### config.mk
export PLATFORM = sky130hd
export DESIGN_NAME = adpm_pin_mux
export DESIGN_NICKNAME = d
export VERILOG_FILES = /design/src/verilog/adpm_pin_mux.v /design/src/verilog/adpm_sync2.v
export VERILOG_INCLUDE_DIRS = /design/src /design/src/inc
export SDC_FILE = /design/constraint.sdc
export NUM_CORES = 1
export LEC_CHECK = 0
export BUFFER_PORTS_ARGS = -buffer_cell sky130_fd_sc_hd__buf_2
export CORE_ASPECT_RATIO = 0.75
export CORE_MARGIN = 3
export CORE_UTILIZATION = 30
export CTS_BUF_LIST = sky130_fd_sc_hd__clkbuf_4 sky130_fd_sc_hd__clkbuf_8
export CTS_CLUSTER_DIAMETER = 80
export DETAILED_ROUTE_END_ITERATION = 8
export PLACE_DENSITY = 0.58
export SLEW_MARGIN = 30
export SYNTH_ARGS = -nofsm -noshare
export SYNTH_HDL_FRONTEND = slang
export SYNTH_SLANG_ARGS = --single-unit
### constraint.sdc
create_clock -name i_clk -period 1.3 [get_ports i_clk]
set_clock_uncertainty 0.1 [all_clocks]
set_input_delay 0.13 -clock i_clk [delete_from_list [all_inputs] [get_ports i_clk]]
set_output_delay 0.13 -clock i_clk [all_outputs]
set_load 0.005 [all_outputs]
### src/inc/adpm_defs.vh
// Purpose: Constants for the audio processor pin configuration multiplexer.
// Assumes: One 125 MHz clock, asynchronous active-low reset.
// Notes: Straps are sampled on the third edge after reset release and frozen from then on.
// How it works
// - Memory/parallel select strap sampled at reset chooses parallel port role.
// - Memory mode drives 20-bit address and all 32 data lines both ways.
// - Parallel mode turns data line 14 into a driven ready output.
// - Parallel mode takes data line 13 as command/data select input.
// - Parallel mode takes data line 12 as an error input.
// - Parallel mode uses lines 11..4 as byte lane; others memory only.
// - Chip select, read, write strobes are outputs in memory mode, inputs otherwise.
// - Host byte traffic is blocked while the port serves external memory.
// - Input word sync and serial clock driven as master, received as slave.
// - Output word sync driven as master, received as slave.
// - Port B data level at reset selects four-wire or two-wire host link.
// - Port C and D data levels at reset set slave address bits 0, 1.
// - Port G data level at reset sets serial clock polarity.
// - Port G pin carries port G data or S/PDIF output, transmitter master only.
// - Ports B, C, D carry front, surround, center/sub channel pairs.
// - Up to eight DAC channels on ports B, C, D, G, master or slave.
// - Serial inputs A, E, F share one input word sync and clock.
// - Port A is slave or data-driven master using the data request output.
// - Three general pins become mute input, data request and error outputs.
// - Separate core and audio clocks let audio rates stay independent of input.
// - Host serial input and slave select at reset set address bits 5, 4.
`ifndef ADPM_DEFS_VH
`define ADPM_DEFS_VH
`define ADPM_ADDR_W 20
`define ADPM_DATA_W 32
`define ADPM_LANE_LO 4
`define ADPM_LANE_HI 11
`define ADPM_BIT_ERR 12
`define ADPM_BIT_CD 13
`define ADPM_BIT_RDY 14
`define ADPM_ADDR_BITS 6
`define ADPM_ADDR_RST 6'h00
`define ADPM_SYNC_RST 1'b0
`endif

### src/verilog/adpm_pin_mux.v
// Purpose: Pin function multiplexing and reset strap capture of an audio processor.
// Assumes: Core logic provides memory, byte lane, serial and GPIO function signals.
// Notes: Output enables on two-way pins are active low (low while driving).
`timescale 1ns/10ps
`include "adpm_defs.vh"
module adpm_pin_mux (
  input wire i_clk,
  input wire i_rstn,
  // Strap pins, asynchronous.
  input wire i_pm_sel_pin,
  input wire i_front_pair_pin_in,
  input wire i_surround_pair_pin_in,
  input wire i_center_sub_pin_in,
  input wire i_port_g_pin_in,
  input wire i_host_si_pin,
  input wire i_host_ss_pin,
  // Parallel port pins.
  input wire [31:0] i_pd_pin,
  output reg [31:0] o_pd_pin,
  output reg [31:0] o_pd_oe_n,
  output reg [19:0] o_pa_pin,
  input wire i_cs_pin,
  input wire i_rd_pin,
  input wire i_wr_pin,
  output reg o_cs_pin,
  output reg o_rd_pin,
  output reg o_wr_pin,
  output reg o_strobe_oe_n,
  // Core side, memory path.
  input wire [19:0] i_mem_addr,
  input wire [31:0] i_mem_wdata,
  input wire i_mem_drive,
  input wire i_mem_cs,
  input wire i_mem_rd,
  input wire i_mem_wr,
  output reg [31:0] o_mem_rdata,
  // Core side, host byte lane path.
  input wire [7:0] i_host_byte_lane_tx,
  input wire i_host_byte_lane_drive,
  input wire i_host_ready,
  output reg [7:0] o_host_byte_lane_rx,
  output reg o_host_cmd_sel,
  output reg o_host_err,
  output reg o_host_cs,
  output reg o_host_rd,
  output reg o_host_wr,
  // Serial audio.
  input wire i_serial_master,
  input wire i_out_master,
  input wire i_core_word_sync,
  input wire i_core_serial_clock,
  input wire i_core_out_word_sync,
  input wire i_input_word_sync_pin,
  input wire i_input_serial_clock_pin,
  input wire i_output_word_sync_pin,
  output reg o_input_word_sync_pin,
  output reg o_input_word_sync_oe_n,
  output reg o_input_serial_clock_pin,
  output reg o_input_serial_clock_oe_n,
  output reg o_output_word_sync_pin,
  output reg o_output_word_sync_oe_n,
  output reg o_in_word_sync,
  output reg o_in_serial_clock,
  output reg o_out_word_sync,
  input wire [2:0] i_serial_data_inputs,
  output reg [2:0] o_serial_data_inputs,
  input wire i_front_pair_data,
  input wire i_surround_pair_data,
  input wire i_center_sub_data,
  input wire i_port_g_data,
  input wire i_spdif_tx_data,
  input wire i_spdif_select,
  output reg o_front_pair_out,
  output reg o_surround_pair_out,
  output reg o_center_sub_out,
  output reg o_port_g_or_spdif_out,
  // General purpose pins with dedicated roles.
  input wire i_mute_pin,
  output reg o_mute,
  input wire i_data_request,
  input wire i_io_error,
  output reg o_data_request_out,
  output reg o_io_error_out,
  // Captured straps.
  output reg o_parallel_mode,
  output reg o_two_wire_host_link,
  output reg [5:0] o_two_wire_slave_addr,
  output reg o_serial_clock_polarity
);
  localparam ST_RESET = 2'h0;
  localparam ST_SETTLE = 2'h1;
  localparam ST_CAPTURE = 2'h2;
  localparam ST_RUN = 2'h3;

  wire pm_s;
  wire b_s;
  wire c_s;
  wire d_s;
  wire g_s;
  wire si_s;
  wire ss_s;
  wire cs_s;
  wire rd_s;
  wire wr_s;
  wire ws_s;
  wire sck_s;
  wire ows_s;
  wire mute_s;
  wire [31:0] pd_s;
  wire [2:0] sdi_s;
  reg [1:0] state_r;
  reg [1:0] state_nxt;
  reg pmode;
  reg [31:0] mem_oe_n;

  // Parallel-mode enable mask: byte lane low when driving, RDY always driven.
  function [31:0] par_oe_n;
    input drive;
    begin
      par_oe_n = 32'hffffffff;
      par_oe_n[`ADPM_LANE_HI:`ADPM_LANE_LO] = drive ? 8'h00 : 8'hff;
      par_oe_n[`ADPM_BIT_RDY] = 1'b0;
    end
  endfunction

  adpm_sync2 u_pm (
    .i_clk(i_clk),
    .i_rstn(i_rstn),
    .i_d(i_pm_sel_pin),
    .o_q(pm_s)
  );
  adpm_sync2 u_b (
    .i_clk(i_clk),
    .i_rstn(i_rstn),
    .i_d(i_front_pair_pin_in),
    .o_q(b_s)
  );
  adpm_sync2 u_c (
    .i_clk(i_clk),
    .i_rstn(i_rstn),
    .i_d(i_surround_pair_pin_in),
    .o_q(c_s)
  );
  adpm_sync2 u_d (
    .i_clk(i_clk),
    .i_rstn(i_rstn),
    .i_d(i_center_sub_pin_in),
    .o_q(d_s)
  );
  adpm_sync2 u_g (
    .i_clk(i_clk),
    .i_rstn(i_rstn),
    .i_d(i_port_g_pin_in),
    .o_q(g_s)
  );
  adpm_sync2 u_si (
    .i_clk(i_clk),
    .i_rstn(i_rstn),
    .i_d(i_host_si_pin),
    .o_q(si_s)
  );
  adpm_sync2 u_ss (
    .i_clk(i_clk),
    .i_rstn(i_rstn),
    .i_d(i_host_ss_pin),
    .o_q(ss_s)
  );
  adpm_sync2 u_cs (
    .i_clk(i_clk),
    .i_rstn(i_rstn),
    .i_d(i_cs_pin),
    .o_q(cs_s)
  );
  adpm_sync2 u_rd (
    .i_clk(i_clk),
    .i_rstn(i_rstn),
    .i_d(i_rd_pin),
    .o_q(rd_s)
  );
  adpm_sync2 u_wr (
    .i_clk(i_clk),
    .i_rstn(i_rstn),
    .i_d(i_wr_pin),
    .o_q(wr_s)
  );
  adpm_sync2 u_ws (
    .i_clk(i_clk),
    .i_rstn(i_rstn),
    .i_d(i_input_word_sync_pin),
    .o_q(ws_s)
  );
  adpm_sync2 u_sck (.i_clk(i_clk), .i_rstn(i_rstn), .i_d(i_input_serial_clock_pin),
    .o_q(sck_s));
  adpm_sync2 u_ows (.i_clk(i_clk), .i_rstn(i_rstn), .i_d(i_output_word_sync_pin),
    .o_q(ows_s));
  adpm_sync2 u_mute (
    .i_clk(i_clk),
    .i_rstn(i_rstn),
    .i_d(i_mute_pin),
    .o_q(mute_s)
  );

  genvar gi;
  generate
    for (gi = 0; gi < 32; gi = gi + 1) begin : g_pd
      adpm_sync2 u_pd (.i_clk(i_clk), .i_rstn(i_rstn), .i_d(i_pd_pin[gi]), .o_q(pd_s[gi]));
    end
    for (gi = 0; gi < 3; gi = gi + 1) begin : g_sdi
      adpm_sync2 u_sdi (.i_clk(i_clk), .i_rstn(i_rstn), .i_d(i_serial_data_inputs[gi]),
        .o_q(sdi_s[gi]));
    end
  endgenerate

  // A release tracker lets the strap synchronisers fill for two edges, since
  // they are cleared by reset, then captures the straps and enters run.
  always @* begin
    case (state_r)
      ST_RESET: state_nxt = ST_SETTLE;
      ST_SETTLE: state_nxt = ST_CAPTURE;
      ST_CAPTURE: state_nxt = ST_RUN;
      ST_RUN: state_nxt = ST_RUN;
      default: state_nxt = ST_RESET;
    endcase
  end

  always @(posedge i_clk or negedge i_rstn) begin
    if (!i_rstn) begin
      state_r <= ST_RESET;
    end else begin
      state_r <= state_nxt;
    end
  end

  // Strap pins settle through the synchronisers during the first two cycles
  // after release; the third edge latches them and they stay frozen.
  always @(posedge i_clk or negedge i_rstn) begin
    if (!i_rstn) begin
      o_parallel_mode <= 1'b0;
      o_two_wire_host_link <= 1'b0;
      o_two_wire_slave_addr <= `ADPM_ADDR_RST;
      o_serial_clock_polarity <= 1'b0;
    end else if (state_r == ST_CAPTURE) begin
      o_parallel_mode <= pm_s;
      o_two_wire_host_link <= b_s;
      o_two_wire_slave_addr <= {si_s, ss_s, 2'b00, d_s, c_s};
      o_serial_clock_polarity <= g_s;
    end
  end

  always @* begin
    pmode = o_parallel_mode & (state_r == ST_RUN);
    mem_oe_n = i_mem_drive ? 32'h00000000 : 32'hffffffff;
  end

  // Parallel port multiplexing.
  always @(posedge i_clk or negedge i_rstn) begin
    if (!i_rstn) begin
      o_pd_pin <= 32'h00000000;
      o_pd_oe_n <= 32'hffffffff;
      o_pa_pin <= 20'h00000;
      o_cs_pin <= 1'b1;
      o_rd_pin <= 1'b1;
      o_wr_pin <= 1'b1;
      o_strobe_oe_n <= 1'b1;
      o_mem_rdata <= 32'h00000000;
      o_host_byte_lane_rx <= 8'h00;
      o_host_cmd_sel <= 1'b0;
      o_host_err <= 1'b0;
      o_host_cs <= 1'b1;
      o_host_rd <= 1'b1;
      o_host_wr <= 1'b1;
    end else if (state_r != ST_RUN) begin
      o_pd_oe_n <= 32'hffffffff;
      o_strobe_oe_n <= 1'b1;
    end else if (pmode) begin
      o_pa_pin <= 20'h00000;
      o_pd_pin <= 32'h00000000;
      o_pd_pin[`ADPM_LANE_HI:`ADPM_LANE_LO] <= i_host_byte_lane_tx;
      o_pd_pin[`ADPM_BIT_RDY] <= i_host_ready;
      o_pd_oe_n <= par_oe_n(i_host_byte_lane_drive);
      o_strobe_oe_n <= 1'b1;
      o_host_byte_lane_rx <= pd_s[`ADPM_LANE_HI:`ADPM_LANE_LO];
      o_host_cmd_sel <= pd_s[`ADPM_BIT_CD];
      o_host_err <= pd_s[`ADPM_BIT_ERR];
      o_host_cs <= cs_s;
      o_host_rd <= rd_s;
      o_host_wr <= wr_s;
      o_mem_rdata <= 32'h00000000;
    end else begin
      o_pa_pin <= i_mem_addr;
      o_pd_pin <= i_mem_wdata;
      o_pd_oe_n <= mem_oe_n;
      o_cs_pin <= i_mem_cs;
      o_rd_pin <= i_mem_rd;
      o_wr_pin <= i_mem_wr;
      o_strobe_oe_n <= 1'b0;
      o_mem_rdata <= pd_s;
      o_host_byte_lane_rx <= 8'h00;
      o_host_cmd_sel <= 1'b0;
      o_host_err <= 1'b0;
      o_host_cs <= 1'b1;
      o_host_rd <= 1'b1;
      o_host_wr <= 1'b1;
    end
  end

  // Serial audio pins. The audio clock domain itself sits upstream; this
  // block only routes its signals, so rates do not depend on i_clk.
  always @(posedge i_clk or negedge i_rstn) begin
    if (!i_rstn) begin
      o_input_word_sync_pin <= `ADPM_SYNC_RST;
      o_input_word_sync_oe_n <= 1'b1;
      o_input_serial_clock_pin <= `ADPM_SYNC_RST;
      o_input_serial_clock_oe_n <= 1'b1;
      o_output_word_sync_pin <= `ADPM_SYNC_RST;
      o_output_word_sync_oe_n <= 1'b1;
      o_in_word_sync <= 1'b0;
      o_in_serial_clock <= 1'b0;
      o_out_word_sync <= 1'b0;
      o_serial_data_inputs <= 3'h0;
      o_front_pair_out <= 1'b0;
      o_surround_pair_out <= 1'b0;
      o_center_sub_out <= 1'b0;
      o_port_g_or_spdif_out <= 1'b0;
    end else begin
      o_input_word_sync_pin <= i_core_word_sync;
      o_input_serial_clock_pin <= i_core_serial_clock;
      o_input_word_sync_oe_n <= ~i_serial_master;
      o_input_serial_clock_oe_n <= ~i_serial_master;
      o_in_word_sync <= i_serial_master ? i_core_word_sync : ws_s;
      o_in_serial_clock <= i_serial_master ? i_core_serial_clock : sck_s;
      o_serial_data_inputs <= sdi_s;
      o_output_word_sync_pin <= i_core_out_word_sync;
      o_output_word_sync_oe_n <= ~i_out_master;
      o_out_word_sync <= i_out_master ? i_core_out_word_sync : ows_s;
      o_front_pair_out <= i_front_pair_data;
      o_surround_pair_out <= i_surround_pair_data;
      o_center_sub_out <= i_center_sub_data;
      // S/PDIF needs its own master timing, so it is only selectable as master.
      o_port_g_or_spdif_out <= (i_spdif_select & i_out_master) ? i_spdif_tx_data :
        i_port_g_data;
    end
  end

  // Dedicated general purpose roles; data request is active low.
  always @(posedge i_clk or negedge i_rstn) begin
    if (!i_rstn) begin
      o_mute <= 1'b0;
      o_data_request_out <= 1'b1;
      o_io_error_out <= 1'b0;
    end else begin
      o_mute <= mute_s;
      o_data_request_out <= ~i_data_request;
      o_io_error_out <= i_io_error;
    end
  end
endmodule

### src/verilog/adpm_sync2.v
// Purpose: Two-flop synchroniser for one pin level.
// Assumes: Pin is asynchronous to i_clk.
// Notes: First stage is read only by the second stage.
`timescale 1ns/10ps
module adpm_sync2 (
  input wire i_clk,
  input wire i_rstn,
  input wire i_d,
  output reg o_q
);
  reg meta_r;
  always @(posedge i_clk or negedge i_rstn) begin
    if (!i_rstn) begin
      meta_r <= 1'b0;
      o_q <= 1'b0;
    end else begin
      meta_r <= i_d;
      o_q <= meta_r;
    end
  end
endmodule

==> flow_summary_export.csv <==
group,metric,value,unit
cts,clkTransAtPathRegs,0.06,ns
min_path,hp-class,"input port to asynchronous set/reset pin",
timing,hold_viol,11,
power,leakagePower,6.58,nW
flow_run,maxCapViolations,0,
power,power.share.clock,41.4,%
cts,cts_htree_levels,2,
drt,wirelength,26400,µm
critical_path,critPathMaxFanout,5,
die,coreArea,26400,µm²
yosys,ys.flop_type,"dfrtp_1",
timing,setup_viol,142,
global_route,grt_max_degree,52,
power,power_frac_seq,47.5,%
die,die_x,197,µm
cts,cts_buffer_depth,3,
yosys,postSynthCellCount,625,
outcome,outcome,"finished with violations",
yosys,seq_area_frac_synth,70.1,%
cts,cts_tree,"built",
cts,clock_latency,0.55,ns
die,initial_core_util,31.0,%
yosys,netlist.area_leader.share,65.9,%
drt,drtPass1Iterations,5,
yosys,yosys.area.top_type,"dfrtp_1",
global_route,antenna_found_initial,1,
critical_path,worstSetupStartpointType,"flop",
yosys,yosys-top-cells-count,"216 x dfrtp_1, 91 x inv_1, 86 x o21ai_1",
power,comb_power_share,11.1,%
power,ir_drop,800,µV
place,dp.final_hpwl,14300,µm
timing,holdWs,-0.0139,ns
drt,via_per_inst,4.49,
cts,cts.sinks,229,
global_route,track_usage,16.2,%
drt,drc,0,
cells_and_area,final_area,13500,µm²
yosys,avgSynthCellArea,13.1,µm²
power,cellPowerDensity,1200,nW/µm²
global_route,grt-ovfl-total,0,
timing,final.min_clock_period,1.60,ns
yosys,synth_async_sr_flop_share,100,%
timing,drv_slew,0,
die,pin_count,291,
power,internal-power,12.4,mW
drt,vias,6688,
cts,cts_buffers,38,
yosys,synth-seq-cells,229,
cts,cts-root-buf,"clkbuf_8",
place,place_area,10000,µm²
global_route,grt_pass1_vias,6978,
critical_path,end_kind,"primary output",
cells_and_area,area_growth,64.5,%
drt,drtIter0Drc,221,
timing,fin_crit_sh,123,%
die,fp-row-count,51,
cts,cts-hold-fix-buffers,129,
place,portBuffers,288,
critical_path,cp.arrival,1.37,ns
yosys,synth_edf_count,0,
yosys,synth_cell_type_count,24,
timing,fmax,0.625,GHz
yosys,synthTopCellsByArea,"dfrtp_1 66%, nand4b_1 8.0%, o21ai_1 5.2%",
yosys,ys_warn_count,0,
drt,routedWlPerCell,17.7,µm
yosys,post-synth-top-count-cell,"dfrtp_1",
outcome,violations,"negative hold slack, negative setup slack",
die,dieHeight,149,µm
timing,rsz0062_at_grt,"yes",
timing,finalWorstSetupSlack,-0.299,ns
yosys,syn_area,8200,µm²
critical_path,cp.required,1.07,ns
die,die-area,29400,µm²
power,switching_share,23.3,%
cells_and_area,final_nets,1246,
place,routabilityCongestion,0.753,
power,p_switching,3.78,mW
drt,ant_nets,0,
cells_and_area,final_layout_size_suffix_gt1_share,45.5,%
global_route,grt_pass1_wl,37500,µm
critical_path,path_class,"flop to primary output",
==> final cells by class <==
type	count	area, µm²
Multi-Input combinational cell	230	1780
Clock inverter	7	77.6
Tap cell	344	430
Sequential cell	229	5760
Clock buffer	60	738
Timing Repair Buffer	526	4360
Inverter	91	342
Antenna cell	1	2.50
Fill cell	2273	12900
==> stage by stage <==
step	std cells	setup TNS, ns	utilization [%]	setup slack, ns	power [mW]
6_report	1488	-18.61	51.1	-0.299	16.2
5_1_grt	1488	-30.29	51.1	-0.365	17.0
4_1_cts	1446	-22.65	48.0	-0.309	16.3
3_5_place_dp	1217	-0.613	37.9	-0.0935	8.94
3_3_place_gp	1217	-0.520	37.9	-0.0809	8.92
2_1_floorplan	626	0	-	0.134	8.21
==> path summary, 6_finish.rpt <==
check	from	to	slack, ns	cells past startpoint
worst max register to register	o_parallel_mode$_DFFE_PN0N_	o_pa_pin[7]$_DFFE_PN0N_	-0.25	6
worst max-delay path	o_pd_oe_n[30]$_DFF_PN1_	o_pd_oe_n[3]	-0.30	2
min in group i_clk	i_pd_pin[16]	g_pd[16].u_pd.meta_r$_DFF_PN0_	0.11	2
worst min-delay path	i_rstn	o_front_pair_out$_DFF_PN0_	-0.01	2
worst min register to register	g_pd[25].u_pd.meta_r$_DFF_PN0_	g_pd[25].u_pd.o_q$_DFF_PN0_	0.24	0
max in group asynchronous	i_rstn	o_input_serial_clock_oe_n$_DFF_PN1_	0.46	3
==> cell usage in the layout, fill, tap and decap left out, types with 2 or more instances in the layout <==
cell type	instances
a21oi_1	20
a31oi_4	3
and2_4	2
buf_12	19
buf_16	9
buf_2	265
buf_4	53
buf_6	37
buf_8	5
clkbuf_16	9
clkbuf_4	14
clkbuf_8	46
clkinv_2	3
conb_1	2
dfrtp_1	213
dfrtp_4	3
dfstp_2	13
dlygate4sd3_1	129
inv_1	91
mux2_1	2
mux2_2	4
mux2_4	9
mux2i_1	7
mux2i_2	2
nand4_1	10
nand4b_1	75
o21ai_1	70
o21ai_2	16
==> kinds of logic after synthesis <==
group	share of synthesized area [%]
flip-flops	70.1
AND/OR/NAND/NOR	9.51
buffers and inverters	10.3
AO/OA/AOI/OAI	6.76
multiplexers	3.30
other	0.0457
==> routing by layer <==
layer  vias to the layer above  track usage (%)  wire [µm]
met2                       278             25.4      12300
met4                         0             5.88        667
li1                       3053                -          -
met3                        53             6.12       2240
met5                         -                0          0
met1                      3304             20.8      11200
==> state kept, by name, summed over array words and instances (netlist names), 2 cells and up <==
| signal | cells |
|---|---|
| o_host_byte_lane_rx | 8 |
| o_two_wire_slave_addr | 4 |
| state_r | 2 |
| g_sdi.u_sdi.meta_r | 3 |
| o_serial_data_inputs | 3 |
| o_mem_rdata | 32 |
| g_sdi.u_sdi.o_q | 3 |
| g_pd.u_pd.o_q | 32 |
| o_pd_pin | 32 |
| o_pd_oe_n | 3 |
| g_pd.u_pd.meta_r | 32 |
| o_pa_pin | 20 |
==> power groups by stage <==
stage                     registers (mW)  logic (mW)  clock network, mW
after detailed placement            7.81        1.12                  0
final                               7.70        1.79               6.72
after CTS                           7.69        1.67               6.93
after global routing                7.74        1.96               7.26
after floorplan                     7.82       0.399                  0
after global placement              7.81        1.11                  0
==> worst max-delay path, stage by stage, from the launching register on <==
cell	delay, ns
dfstp_2	0.58
buf_4	0.14
buf_2	0.11
==> repair_timing <==
action                     CTS  global route
setup buffers               25            25
gates cloned                 9            17
resized for setup           41            63
setup endpoints to repair  218           258
hold endpoints to repair   349            10
pin swaps                   21            12
(Power assumes the default switching activity.)
